<file path="src/hdl/can_sched_pkg.sv">
// Constants shared by the transmit scheduling and receive acceptance logic.
package can_sched_pkg;
    localparam int unsigned NUM_OBJECTS     = 15;
    localparam int unsigned LAST_OBJECT_IDX = 14;
    localparam int unsigned ID_WIDTH        = 29;
    localparam int unsigned CLK_MHZ         = 250;
    // Bit time of the nominal bus rate, in nanoseconds.
    localparam int unsigned BIT_TIME_NS     = 1000;
    localparam int unsigned CLK_PERIOD_NS   = 1000 / CLK_MHZ;
    localparam int unsigned BIT_CYCLES      =
        (BIT_TIME_NS + CLK_PERIOD_NS - 1) / CLK_PERIOD_NS;
    localparam logic [9:0] BIT_CYCLES_M1   = 10'(BIT_CYCLES - 1);
    // Intermission lengths in bit times.
    localparam logic [2:0] SHORT_IFS_BITS  = 3'h3;
    localparam logic [2:0] LONG_IFS_BITS   = 3'h4;
    localparam logic [2:0] IFS_RESET       = 3'h0;
    localparam logic [9:0] PRESCALE_RESET  = 10'h000;
endpackage

</file>
<file path="src/hdl/can_accept_select.sv">
// Priority selector that assigns an incoming frame to a receive object.
`timescale 1ns/1ns
module can_accept_select
    import can_sched_pkg::*;
(
    input  wire logic [NUM_OBJECTS-1:0] match_in,
    output logic      [NUM_OBJECTS-1:0] grant_out,
    output logic                        any_out
);
    // Lowest index wins; the last object is considered only when no other
    // object matched, so it acts as the catch-all listener.
    always_comb begin
        grant_out = '0;
        any_out   = 1'b0;
        for (int i = 0; i < NUM_OBJECTS; i++) begin
            if (match_in[i] && !any_out && i != LAST_OBJECT_IDX) begin
                grant_out[i] = 1'b1;
                any_out      = 1'b1;
            end
        end
        if (!any_out && match_in[LAST_OBJECT_IDX]) begin
            grant_out[LAST_OBJECT_IDX] = 1'b1;
            any_out                    = 1'b1;
        end
    end
endmodule

</file>
<file path="src/hdl/can_tx_retry_rx_accept.sv">
// Transmit start and retry scheduling with receive object acceptance.
`timescale 1ns/1ns
module can_tx_retry_rx_accept
    import can_sched_pkg::*;
(
    input  wire logic                   clk_in,
    input  wire logic                   sys_rst_in,
    input  wire logic                   eof_done_in,
    input  wire logic                   eof_bit6_in,
    input  wire logic                   frame_good_in,
    input  wire logic                   dlc_start_in,
    input  wire logic                   bus_recessive_in,
    input  wire logic                   bus_busy_in,
    input  wire logic                   arb_lost_in,
    input  wire logic                   tx_pending_in,
    input  wire logic                   tx_started_in,
    input  wire logic [NUM_OBJECTS-1:0] rx_enable_in,
    input  wire logic [NUM_OBJECTS-1:0] filter_match_in,
    output logic                        tx_start_out,
    output logic [NUM_OBJECTS-1:0]      receive_ok_flag_out,
    output logic [NUM_OBJECTS-1:0]      rx_done_out,
    output logic                        eom_irq_out
);
    typedef enum logic [1:0] {IDLE, IFS_COUNT, READY} sched_t;

    sched_t                   state;
    sched_t                   next_state;
    logic [9:0]               prescale;
    logic [9:0]               next_prescale;
    logic [2:0]               ifs_count;
    logic [2:0]               next_ifs_count;
    logic [2:0]               ifs_need;
    logic [2:0]               next_ifs_need;
    logic                     lost;
    logic                     next_lost;
    logic                     tx_start;
    logic                     next_tx_start;
    logic [NUM_OBJECTS-1:0]   latched_grant;
    logic [NUM_OBJECTS-1:0]   next_latched_grant;
    logic                     claimed;
    logic                     next_claimed;
    logic [NUM_OBJECTS-1:0]   rx_ok;
    logic [NUM_OBJECTS-1:0]   next_rx_ok;
    logic [NUM_OBJECTS-1:0]   rx_done;
    logic [NUM_OBJECTS-1:0]   next_rx_done;
    logic                     irq;
    logic                     next_irq;
    logic [NUM_OBJECTS-1:0]   grant;
    logic                     any_grant;
    logic                     bit_tick;

    // Only enabled objects whose filter matches compete for the frame.
    can_accept_select u_select (
        .match_in  (filter_match_in & rx_enable_in),
        .grant_out (grant),
        .any_out   (any_grant)
    );

    assign bit_tick = (prescale == BIT_CYCLES_M1);

    // Scheduler: counts recessive bit times after end-of-frame.
    always_comb begin
        next_state     = state;
        next_prescale  = prescale;
        next_ifs_count = ifs_count;
        next_ifs_need  = ifs_need;
        next_lost      = lost;
        next_tx_start  = 1'b0;
        if (arb_lost_in) begin
            next_lost = 1'b1;
        end
        unique case (state)
            IDLE: begin
                if (eof_done_in) begin
                    next_state     = IFS_COUNT;
                    next_prescale  = PRESCALE_RESET;
                    next_ifs_count = IFS_RESET;
                    // Defect kept: a lost frame that no object claimed costs an extra bit.
                    if (lost && !claimed) begin
                        next_ifs_need = LONG_IFS_BITS;
                    end else begin
                        next_ifs_need = SHORT_IFS_BITS;
                    end
                    next_lost = 1'b0;
                end
            end
            IFS_COUNT: begin
                if (!bus_recessive_in) begin
                    next_state = IDLE;
                end else if (bit_tick) begin
                    next_prescale  = PRESCALE_RESET;
                    next_ifs_count = ifs_count + 3'h1;
                    if (ifs_count + 3'h1 == ifs_need) begin
                        next_state = READY;
                    end
                end else begin
                    next_prescale = prescale + 10'h001;
                end
            end
            READY: begin
                if (tx_pending_in && !tx_started_in) begin
                    next_tx_start = 1'b1;
                end
                if (tx_started_in || bus_busy_in) begin
                    next_state = IDLE;
                end
            end
        endcase
    end

    always_ff @(posedge clk_in) begin
        if (sys_rst_in) begin
            state     <= IDLE;
            prescale  <= PRESCALE_RESET;
            ifs_count <= IFS_RESET;
            ifs_need  <= SHORT_IFS_BITS;
            lost      <= 1'b0;
            tx_start  <= 1'b0;
        end else begin
            state     <= next_state;
            prescale  <= next_prescale;
            ifs_count <= next_ifs_count;
            ifs_need  <= next_ifs_need;
            lost      <= next_lost;
            tx_start  <= next_tx_start;
        end
    end

    // Acceptance is decided at the length field and published after EOF
    // bit six; a host clear in the same cycle loses to a new set.
    always_comb begin
        next_latched_grant = latched_grant;
        next_claimed       = claimed;
        next_rx_ok         = rx_ok & rx_enable_in;
        next_rx_done       = '0;
        next_irq           = 1'b0;
        if (dlc_start_in) begin
            next_latched_grant = grant;
            next_claimed       = any_grant;
        end
        if (eof_bit6_in && frame_good_in) begin
            next_rx_ok   = next_rx_ok | latched_grant;
            next_rx_done = latched_grant;
            next_irq     = |latched_grant;
        end
        if (eof_done_in) begin
            next_latched_grant = '0;
        end
    end

    always_ff @(posedge clk_in) begin
        if (sys_rst_in) begin
            latched_grant <= '0;
            claimed       <= 1'b0;
            rx_ok         <= '0;
            rx_done       <= '0;
            irq           <= 1'b0;
        end else begin
            latched_grant <= next_latched_grant;
            claimed       <= next_claimed;
            rx_ok         <= next_rx_ok;
            rx_done       <= next_rx_done;
            irq           <= next_irq;
        end
    end

    assign tx_start_out        = tx_start;
    assign receive_ok_flag_out = rx_ok;
    assign rx_done_out         = rx_done;
    assign eom_irq_out         = irq;

    // Ok flag appears one cycle after EOF bit six for the granted object.
    rx_ok_timing_a: assert property (@(posedge clk_in) disable iff (sys_rst_in)
        eof_bit6_in && frame_good_in && (|latched_grant)
        |=> ((rx_ok & $past(latched_grant)) == $past(latched_grant)))
        else $error("receive ok not set after end-of-frame bit six");

    irq_with_ok_a: assert property (@(posedge clk_in) disable iff (sys_rst_in)
        eom_irq_out |-> (|(rx_done_out & receive_ok_flag_out)))
        else $error("interrupt without receive completion");

    last_lowest_prio_a: assert property (@(posedge clk_in)
        disable iff (sys_rst_in)
        grant[LAST_OBJECT_IDX] |-> !(|(filter_match_in & rx_enable_in
            & ~(15'h1 << LAST_OBJECT_IDX))))
        else $error("last object took a frame another object accepted");

    one_grant_a: assert property (@(posedge clk_in) disable iff (sys_rst_in)
        $onehot0(grant))
        else $error("frame granted to more than one object");

    long_ifs_a: assert property (@(posedge clk_in) disable iff (sys_rst_in)
        state == IDLE && eof_done_in && lost && !claimed
        |=> ifs_need == LONG_IFS_BITS)
        else $error("unclaimed lost frame did not use long intermission");

    short_ifs_a: assert property (@(posedge clk_in) disable iff (sys_rst_in)
        state == IDLE && eof_done_in && !(lost && !claimed)
        |=> ifs_need == SHORT_IFS_BITS)
        else $error("intermission not three bits");

    start_after_ifs_a: assert property (@(posedge clk_in)
        disable iff (sys_rst_in)
        tx_start_out |-> $past(state) == READY)
        else $error("transmit started before intermission elapsed");

    dominant_restart_a: assert property (@(posedge clk_in)
        disable iff (sys_rst_in)
        state == IFS_COUNT && !bus_recessive_in |=> state == IDLE)
        else $error("dominant bit did not abort intermission count");
endmodule

</file>
<file path="config.mk">
export PLATFORM = sky130hd
export DESIGN_NAME = can_tx_retry_rx_accept
export DESIGN_NICKNAME = d
export VERILOG_FILES = /design/src/hdl/can_sched_pkg.sv /design/src/hdl/can_accept_select.sv /design/src/hdl/can_tx_retry_rx_accept.sv
export SDC_FILE = /design/constraint.sdc
export NUM_CORES = 1
export LEC_CHECK = 0
export BUFFER_PORTS_ARGS = -buffer_cell sky130_fd_sc_hd__buf_4
export CAP_MARGIN = 20
export CORE_MARGIN = 3
export CORE_UTILIZATION = 51
export CTS_CLUSTER_DIAMETER = 50
export DETAILED_ROUTE_END_ITERATION = 10
export PLACE_DENSITY = 0.75
export SYNTH_ARGS = -nofsm -noshare
export SYNTH_HDL_FRONTEND = slang
export SYNTH_SLANG_ARGS = --single-unit
export TNS_END_PERCENT = 50
</file>
<file path="constraint.sdc">
create_clock -name clk_in -period 2.55 [get_ports clk_in]
set_input_delay 0.51 -clock clk_in [delete_from_list [all_inputs] [get_ports clk_in]]
set_output_delay 0.51 -clock clk_in [all_outputs]
set_load 0.02 [all_outputs]
</file>
==> results of run 1 <==
cell type report:
| type | count | area, µm² |
|---|---|---|
| clock buffer | 11 | 141.4 |
| clock inverter | 5 | 77.57 |
| multi-input combinational | 187 | 1221 |
| timing repair buffer | 72 | 540.5 |
| sequential | 66 | 1321 |
| tap | 67 | 83.83 |
| fill | 417 | 1414 |
| inverter | 13 | 48.80 |
path summary, 6_finish.rpt:
path / to / cells past startpoint / start
worst max-delay path: state[0] / 5 / ifs_count[0]
worst min-delay path: tx_start_out / 2 / tx_started_in
worst max register to register: state[0] / 5 / ifs_count[0]
worst min register to register: ifs_need[2] / 2 / ifs_need[2]
Yosys cell counts (2+ instances only):
cell type and number:
dfxtp_1 66, nand2_1 27, a31o_2 16, a21oi_1 14
and2_1 13, nand4_1 13, nor3_1 13, clkbuf_1 12
inv_1 12, nand3_1 9, nor4_1 8, nor2_1 7
xnor2_1 7, a22oi_1 6, ha_1 6, a211oi_1 4
o21ai_0 4, o32ai_1 4, a31oi_1 3, and3_1 3
nand4b_1 3, a311oi_1 2, and4_1 2, nand2b_1 2
nor3b_1 2
cells by family (layout without fill, tap and decap cells):
group | after synthesis | count (layout)
simple gates | 111 | 111
flops | 66 | 66
compound gates | 61 | 61
buf+inv | 26 | 101
xor+xnor | 8 | 8
fa+ha+maj | 6 | 6
mux | 1 | 1
state kept, by name, summed over array words and instances (netlist names), 2 cells and up:
signal               flops
ifs_count                3
ifs_need                 2
receive_ok_flag_out     15
prescale                10
rx_done_out             15
state                    2
latched_grant           15
per-layer routing:
metal / vias up / track usage / share of wire / routed length, µm
met5: - / 0 / 0 / 0
met4: 0 / 0.09790 / 0.021 / 132
met3: 12 / 0.08353 / 0.076 / 488
met2: 78 / 0.3467 / 0.45 / 2862
met1: 1095 / 0.2773 / 0.45 / 2896
li1: 1179 / - / - / -
power by group through the flow:
stage	clock, mW	combinational [mW]	sequential, mW
6_report	0.963	0.191	1.05
3_3_place_gp	0	0.185	1.07
5_1_grt	1.03	0.212	1.05
3_5_place_dp	0	0.188	1.07
2_1_floorplan	0	0.103	1.07
4_1_cts	0.980	0.190	1.05
critical path, stage by stage, from the launching register on:
cell and delay, ps:
dfxtp_1 340, ha_1 340, or3b_2 450, a211oi_1 380, a311oi_1 150, a211oi_1 260
==> out/results.tsv, run 1 <==
stage	metric	value	unit
route	wl	6.380	mm
placed_design	placed_area	3216	µm²
timing	tightest_slew	753.4	ps
final_layout	nets	396	
power	p_leak	1.380	nW
floorplanning	core_area	4848	µm²
clock_tree	clk_pin_slew_worst_paths	70	ps
logic_synthesis	synth_fp_nets	326	
final_layout	layout_common_cells	buf_4, dfxtp_1, nand2_1	
worst_setup_path	arrival	2260	ps
final_layout	fin_cells	421	
worst_setup_path	crit_path_start_kind	flip-flop	
route	wl_per_cell	15.15	µm
timing	max_slew_margin	0.4959	
route	ant_nets	0	
logic_synthesis	synth_edf_count	0	
route	via_count	2364	
timing	fin_skew	7.884	ps
final_layout	area_growth	30.03	%
final_layout	layout-drive-gt1-share	0.3051	
outcome	status	complete, no violations	
route	drtIter0Drc	71	
logic_synthesis	synth-xor-area-share	0.02653	
floorplanning	boundaryPins	73	
logic_synthesis	seq_area_frac_synth	0.5002	
power	power.density	641.2	nW/µm²
timing	holdWs	334.2	ps
worst_setup_path	rrSetupSlack	530	ps
final_layout	antenna_cells	0	
power	combPwrFrac	0.087	
logic_synthesis	ys_warn_count	0	
logic_synthesis	synthCells	279	
logic_synthesis	synth-main-ff-cell	dfxtp_1	
placed_design	dp_cells	405	
power	pwr-share-seq	0.476	
flow_run	maxCapViolCount	0	
logic_synthesis	yosys.area.top_type_share	0.5002	
global_route	grt_pass1_wl	10.78	mm
power	total_power	2.202	mW
logic_synthesis	synth_top_family_by_area	simple AND/OR/NAND/NOR gates	
floorplanning	initial_utilization	0.5448	
timing	rsz0062_at_grt	false	
power	ir_drop	0.0003980	V
global_route	antenna_found_initial	0	
placed_design	routabilityCongestion	0.8614	
logic_synthesis	syn_avg_cell_area	9.467	µm²
timing	finalCriticalPeriod	2018	ps
power	p_int	1.694	mW
timing	hold_viol	0	
logic_synthesis	synth_compound_area_frac	0.1682	
timing	finalWorstSetupSlack	531.8	ps
clock_tree	clk_path_buf_depth	2	
placed_design	port_buffers	72	
worst_setup_path	required	2790	ps
clock_tree	clock_latency	340	ps
final_layout	final_cell_area	3435	µm²
clock_tree	ctsResizeCount	0	
clock_tree	numCtsBuffers	9	
timing	setup_viol_count_final	0	
placed_design	dp.final_hpwl	4.633	mm
worst_setup_path	critPathCaptureType	flip-flop	
power	p_switching	0.5081	mW
clock_tree	cts_root_buf	clkbuf_8	
timing	fin_setup_tns	0	ps
logic_synthesis	syn-cell-area	2641	µm²
final_layout	post-route-util	0.7084	
placed_design	post-place-ws	538.8	ps
floorplanning	die_area	6079	µm²
worst_setup_path	worst-setup-path-type	flip-flop to flip-flop	
clock_tree	post_cts_buffers	0	
timing	fmax	0.4955	GHz
logic_synthesis	synth_fa_ha_area_frac	0.02842	
logic_synthesis	synth_area_leader_cell	dfxtp_1	
global_route	grt_usage	0.2237	
clock_tree	clock_sinks	66	
worst_setup_path	path_max_fanout	5	
route	via_per_inst	5.615	
logic_synthesis	synth.area.mux_share	0.005211	
clock_tree	cts_hold_buf	0	
route	drc_errors	0	
floorplanning	die_width	77.97	µm
logic_synthesis	ys_top_cells_by_area	dfxtp_1, a31o_2, nand2_1	
min_path	min_path_type	primary input to flip-flop	
global_route	overflow	0	
logic_synthesis	synthArstFlopShare	0	
final_layout	final_common_cell	buf_4	
clock_tree	h-tree-depth	3	
logic_synthesis	ys_ff_latch	66	
power	swShare	0.2307	
global_route	first_global_vias	2395	
timing	period_share	0.7915	
logic_synthesis	synth.distinct_cells	46	
power	p_clk_frac	0.437	
floorplanning	num_rows	25	
floorplanning	fp.dieH	77.97	µm
timing	finalMaxSlewViolations	0	
logic_synthesis	yosys.area_share.simple	0.2340	
global_route	grt_max_degree	27	
route	first_pass_iters	4	
clock_tree	cts_tree	yes	
No activity file was read; power rests on OpenSTA's default activity.
==> inputs of run 2 (changes only) <==
==> constraint.sdc (replaced) <==
create_clock -name clk_in -period 1.9 [get_ports clk_in]
set_input_delay 0.38 -clock clk_in [delete_from_list [all_inputs] [get_ports clk_in]]
set_output_delay 0.38 -clock clk_in [all_outputs]
set_load 0.02 [all_outputs]
==> out/results.tsv, run 2 (synthesis gave the netlist of run 1 again) <==
stage	metric	value	unit
outcome	status	complete, no violations	
final_layout	nets	405	
final_layout	layout_common_cells	buf_4, dfxtp_1, nand2_1	
floorplanning	core_area	4848	µm²
clock_tree	clock_sinks	66	
final_layout	final_common_cell	buf_4	
worst_setup_path	crit_path_start_kind	flip-flop	
floorplanning	die_width	77.97	µm
floorplanning	boundaryPins	73	
route	via_per_inst	5.691	
worst_setup_path	worst-setup-path-type	flip-flop to flip-flop	
timing	fmax	0.5492	GHz
timing	tightest_slew	759.7	ps
global_route	overflow	0	
placed_design	routabilityCongestion	0.7929	
floorplanning	die_area	6079	µm²
clock_tree	post_cts_buffers	0	
clock_tree	cts_root_buf	clkbuf_8	
power	p_clk_frac	0.444	
route	drtIter0Drc	214	
floorplanning	fp.dieH	77.97	µm
floorplanning	initial_utilization	0.5448	
floorplanning	num_rows	25	
global_route	antenna_found_initial	0	
global_route	grt_max_degree	27	
global_route	grt_usage	0.2261	
min_path	min_path_type	primary input to flip-flop	
timing	setup_viol_count_final	0	
route	via_count	2447	
clock_tree	clk_path_buf_depth	2	
route	drc_errors	0	
timing	max_slew_margin	0.4916	
power	pwr-share-seq	0.458	
route	wl	6.564	mm
power	total_power	3.071	mW
power	ir_drop	0.0004992	V
timing	finalMaxSlewViolations	0	
final_layout	layout-drive-gt1-share	0.3388	
power	combPwrFrac	0.099	
clock_tree	clk_pin_slew_worst_paths	70	ps
clock_tree	cts_tree	yes	
route	wl_per_cell	15.27	µm
route	ant_nets	0	
power	p_leak	1.435	nW
final_layout	antenna_cells	0	
worst_setup_path	path_max_fanout	5	
clock_tree	numCtsBuffers	9	
timing	rsz0062_at_grt	false	
power	p_switching	0.6938	mW
timing	fin_skew	9.899	ps
worst_setup_path	max_stage_delay	490	ps
worst_setup_path	cp_slowest_cell	or3b_2	
placed_design	port_buffers	72	
worst_setup_path	worstPathCellList	ha_1 > or3b_2 > a211oi_4 > a311oi_1 > a211oi_1	
power	swShare	0.2259	
timing	finalCriticalPeriod	1821	ps
worst_setup_path	arrival	2070	ps
clock_tree	h-tree-depth	3	
timing	hold_viol	0	
timing	period_share	0.9583	
global_route	first_global_vias	2341	
route	first_pass_iters	4	
clock_tree	clock_latency	350	ps
worst_setup_path	critPathCaptureType	flip-flop	
power	power.density	866.2	nW/µm²
flow_run	maxCapViolCount	0	
final_layout	area_growth	34.25	%
power	p_int	2.378	mW
global_route	grt_pass1_wl	10.81	mm
placed_design	dp.final_hpwl	4.733	mm
timing	holdWs	202.8	ps
worst_setup_path	required	2150	ps
-- run 2: critical path: cells and delay by family, from the launching register on --
family | cells | cell delay [ps]
adders and majority gates | 1 | 330
DFF | 1 | 340
AOI/OAI and AO/OA | 3 | 560
and+or+nand+nor | 1 | 490
-- run 2: worst paths after layout --
kind	from	end	slack (ps)	depth (start not counted)
max	ifs_count[0]	state[0]	80	5
min	tx_started_in	tx_start_out	200	2
max reg2reg	ifs_count[0]	state[0]	80	5
min reg2reg	latched_grant[0]	latched_grant[0]	470	2
-- run 2: per-stage QoR --
step | utilization | instances | instance area [µm²] | TNS, ps | setup WS (ps)
final | 0.7314 | 430 | 3546 | 0 | 79.27
after detailed placement | 0.6772 | 414 | 3283 | -39.32 | -39.32
after global routing | 0.7314 | 430 | 3546 | 0 | 15.13
after global placement | 0.6772 | 414 | 3283 | 0 | 54.10
after floorplan | - | 279 | 2641 | 0 | 112.4
after CTS | 0.7272 | 430 | 3526 | 0 | 17.65
-- run 2: timing repair --
item / in CTS / in global routing
pin swaps: 0 / 2
endpoints found under the setup margin: 1 / 3
hold buffers: 0 / 0
gates resized for setup: 1 / 5
-- run 2: layer usage --
layer,global-route usage,share of wire
met3,0.06729,0.084
met2,0.3390,0.44
met5,0,0
met1,0.2922,0.46
met4,0.1189,0.015
-- run 2: final cells by class --
type / instances / area, µm²
sequential: 66 / 1321
clock buffer: 12 / 165.2
inverter: 13 / 48.80
clock inverter: 4 / 72.57
timing repair buffer: 81 / 608.1
multi-input combinational: 187 / 1246
fill: 364 / 1303
tap: 67 / 83.83
-- run 2: power by group through the flow --
stage	clock, mW	sequential [mW]	combinational (mW)
floorplan	0	1.44	0.138
detailed placement	0	1.44	0.287
CTS	1.39	1.41	0.292
finish	1.36	1.41	0.303
global route	1.46	1.41	0.331
global placement	0	1.44	0.284
==> inputs of run 3 (changes only) <==
--- a/config.mk
+++ b/config.mk
@@ -8,11 +8,12 @@
 export BUFFER_PORTS_ARGS = -buffer_cell sky130_fd_sc_hd__buf_4
 export CAP_MARGIN = 20
 export CORE_MARGIN = 3
-export CORE_UTILIZATION = 51
+export CORE_UTILIZATION = 52
 export CTS_CLUSTER_DIAMETER = 50
 export DETAILED_ROUTE_END_ITERATION = 10
-export PLACE_DENSITY = 0.75
+export PLACE_DENSITY = 0.89
 export SYNTH_ARGS = -nofsm -noshare
 export SYNTH_HDL_FRONTEND = slang
+export SYNTH_HIERARCHICAL = 1
 export SYNTH_SLANG_ARGS = --single-unit
 export TNS_END_PERCENT = 50
==> out/results.tsv, run 3 <==
stage	metric	value	unit
outcome	status	complete, no violations	
route	wl_per_cell	15.04	µm
clock_tree	post_cts_buffers	0	
logic_synthesis	synth_most_common_cell	dfxtp_1	
timing	fin_skew	6.593	ps
route	ant_nets	0	
final_layout	layout_common_cells	buf_4, dfxtp_1, and2_1	
timing	max_slew_margin	0.6539	
placed_design	routabilityCongestion	0.8541	
route	drtIter0Drc	134	
logic_synthesis	seq_area_frac_synth	0.4597	
timing	finalCriticalPeriod	1815	ps
timing	fmax	0.5510	GHz
final_layout	nFillCells	368	
route	via_count	2535	
clock_tree	clk_pin_slew_worst_paths	60	ps
timing	tightest_slew	518.0	ps
clock_tree	clock_latency	340	ps
placed_design	dp.final_hpwl	5.024	mm
global_route	antenna_found_initial	0	
logic_synthesis	synthCells	301	
worst_setup_path	timing.rr.start	ifs_count[0]	
global_route	grt_usage	0.2279	
clock_tree	clock_sinks	66	
route	via_per_inst	5.475	
timing	hold_viol	0	
global_route	first_global_vias	2504	
floorplanning	boundaryPins	73	
global_route	grt_max_degree	18	
worst_setup_path	crit_start	ifs_count[0]	
floorplanning	fp.dieH	80.35	µm
clock_tree	cts_hold_buf	0	
worst_setup_path	crit_path_start_kind	flip-flop	
clock_tree	numCtsBuffers	9	
route	m1WireLength	2.892	mm
logic_synthesis	ys_ff_latch	66	
floorplanning	initial_utilization	0.5487	
placed_design	placed_area	3578	µm²
logic_synthesis	synth-main-ff-cell	dfxtp_1	
global_route	grt_pass1_wl	11.25	mm
floorplanning	die_area	6455	µm²
final_layout	nets	437	
logic_synthesis	synth.distinct_cells	53	
worst_setup_path	worst-setup-path-type	flip-flop to flip-flop	
worst_setup_path	arrival	2080	ps
route	top_layer_used	met4	
route	wl_met2	3.614	mm
timing	rsz0062_at_grt	false	
timing	period_share	0.9553	
worst_setup_path	rrSetupSlack	80	ps
power	power.density	781.3	nW/µm²
logic_synthesis	synthArstFlopShare	0	
route	dr_wl_met3	366	µm
route	drc_errors	0	
floorplanning	die_width	80.35	µm
final_layout	fin_cells	463	
worst_setup_path	critPathCaptureType	flip-flop	
logic_synthesis	ys_warn_count	6	
timing	fin_setup_tns	0	ps
timing	holdWs	216.7	ps
power	p_leak	1.594	nW
placed_design	port_buffers	72	
logic_synthesis	synth_fp_nets	348	
logic_synthesis	syn-cell-area	2874	µm²
route	first_pass_iters	4	
logic_synthesis	ys_top_cells_by_area	dfxtp_1, and2_1, mux2i_1	
final_layout	antenna_cells	0	
placed_design	dp_cells	449	
clock_tree	clk_path_buf_depth	2	
timing	setup_viol_count_final	0	
logic_synthesis	synth_area_leader_cell	dfxtp_1	
route	wl	6.962	mm
logic_synthesis	synth_edf_count	0	
worst_setup_path	r2r_end	state[0]	
floorplanning	core_area	5238	µm²
final_layout	final_common_cell	buf_4	
clock_tree	cts_root_buf	clkbuf_8	
timing	finalMaxSlewViolations	0	
power	ir_drop	0.0007707	V
clock_tree	cts_tree	yes	
worst_setup_path	required	2160	ps
logic_synthesis	ys_top_cells_by_count	dfxtp_1, and2_1, nor2_1	
final_layout	final_cell_area	3799	µm²
clock_tree	h-tree-depth	3	
logic_synthesis	syn_avg_cell_area	9.548	µm²
floorplanning	num_rows	26	
min_path	min_path_type	primary input to flip-flop	
flow_run	maxCapViolCount	0	
clock_tree	ctsResizeCount	0	
logic_synthesis	yosys.area.top_type_share	0.4597	
worst_setup_path	path_max_fanout	3	
final_layout	area_growth	32.17	%
final_layout	layout-drive-gt1-share	0.3003	
global_route	overflow	0	
worst_setup_path	endpoint	state[0]	
worst_setup_path	reg2regPathDepth	5	
[run 3: worst max-delay path, stage by stage (launching register included)]
cell and delay (ps):
dfxtp_1 310, ha_1 330, or3b_4 400, a2111oi_4 350, a211oi_1 150, a211oi_2 200
[run 3: power breakdown]
part	switching [mW]	internal, mW
clock	0.489	0.758
sequential	0.0109	1.40
combinational	0.160	0.153
[run 3: worst min-delay path by stage]
stage	depth (start not counted)	slack, ps	from	end
detailed placement	2	450	ifs_need[2]	ifs_need[2]
floorplan	2	440	ifs_need[2]	ifs_need[2]
global route	2	200	tx_started_in	tx_start_out
finish	2	220	tx_started_in	tx_start_out
CTS	2	200	tx_started_in	tx_start_out
global placement	2	450	receive_ok_flag_out[14]	receive_ok_flag_out[14]
[run 3: cells by family (layout without fill, tap and decap cells)]
| group | after synthesis | after routing | share of synthesized area |
|---|---|---|---|
| AND/OR/NAND/NOR | 142 | 142 | 0.2843 |
| flip-flops | 66 | 66 | 0.4597 |
| AO/OA/AOI/OAI | 39 | 39 | 0.1062 |
| buffers and inverters | 23 | 115 | 0.03222 |
| multiplexers | 19 | 19 | 0.06791 |
| adder cells (fa/ha/maj) | 6 | 6 | 0.02612 |
| XOR/XNOR | 6 | 6 | 0.02351 |
[run 3: final cells by class]
cell class,count,area [µm²],area share
Multi-Input combinational cell,212,1474,0.3880
Sequential cell,66,1321,0.3478
Timing Repair Buffer,88,660.6,0.1739
Clock buffer,11,141.4,0.03722
Tap cell,70,87.58,0.02306
Clock inverter,3,65.06,0.01713
Inverter,13,48.80,0.01285
[run 3: layer usage]
metal / up-vias / track usage
li1: 1240 / -
met1: 1206 / 0.2675
met2: 79 / 0.3800
met3: 10 / 0.07175
met4: 0 / 0.09966
met5: - / 0
[run 3: stage by stage]
stage                       util  setup WS, ps  power, mW
after global placement    0.6832        -106.7      1.735
after global routing      0.7253         8.189      3.081
final                     0.7253         84.96      2.968
after detailed placement  0.6832        -118.7      1.741
after floorplan                -         10.21      1.610
after CTS                 0.7226         18.78      2.990
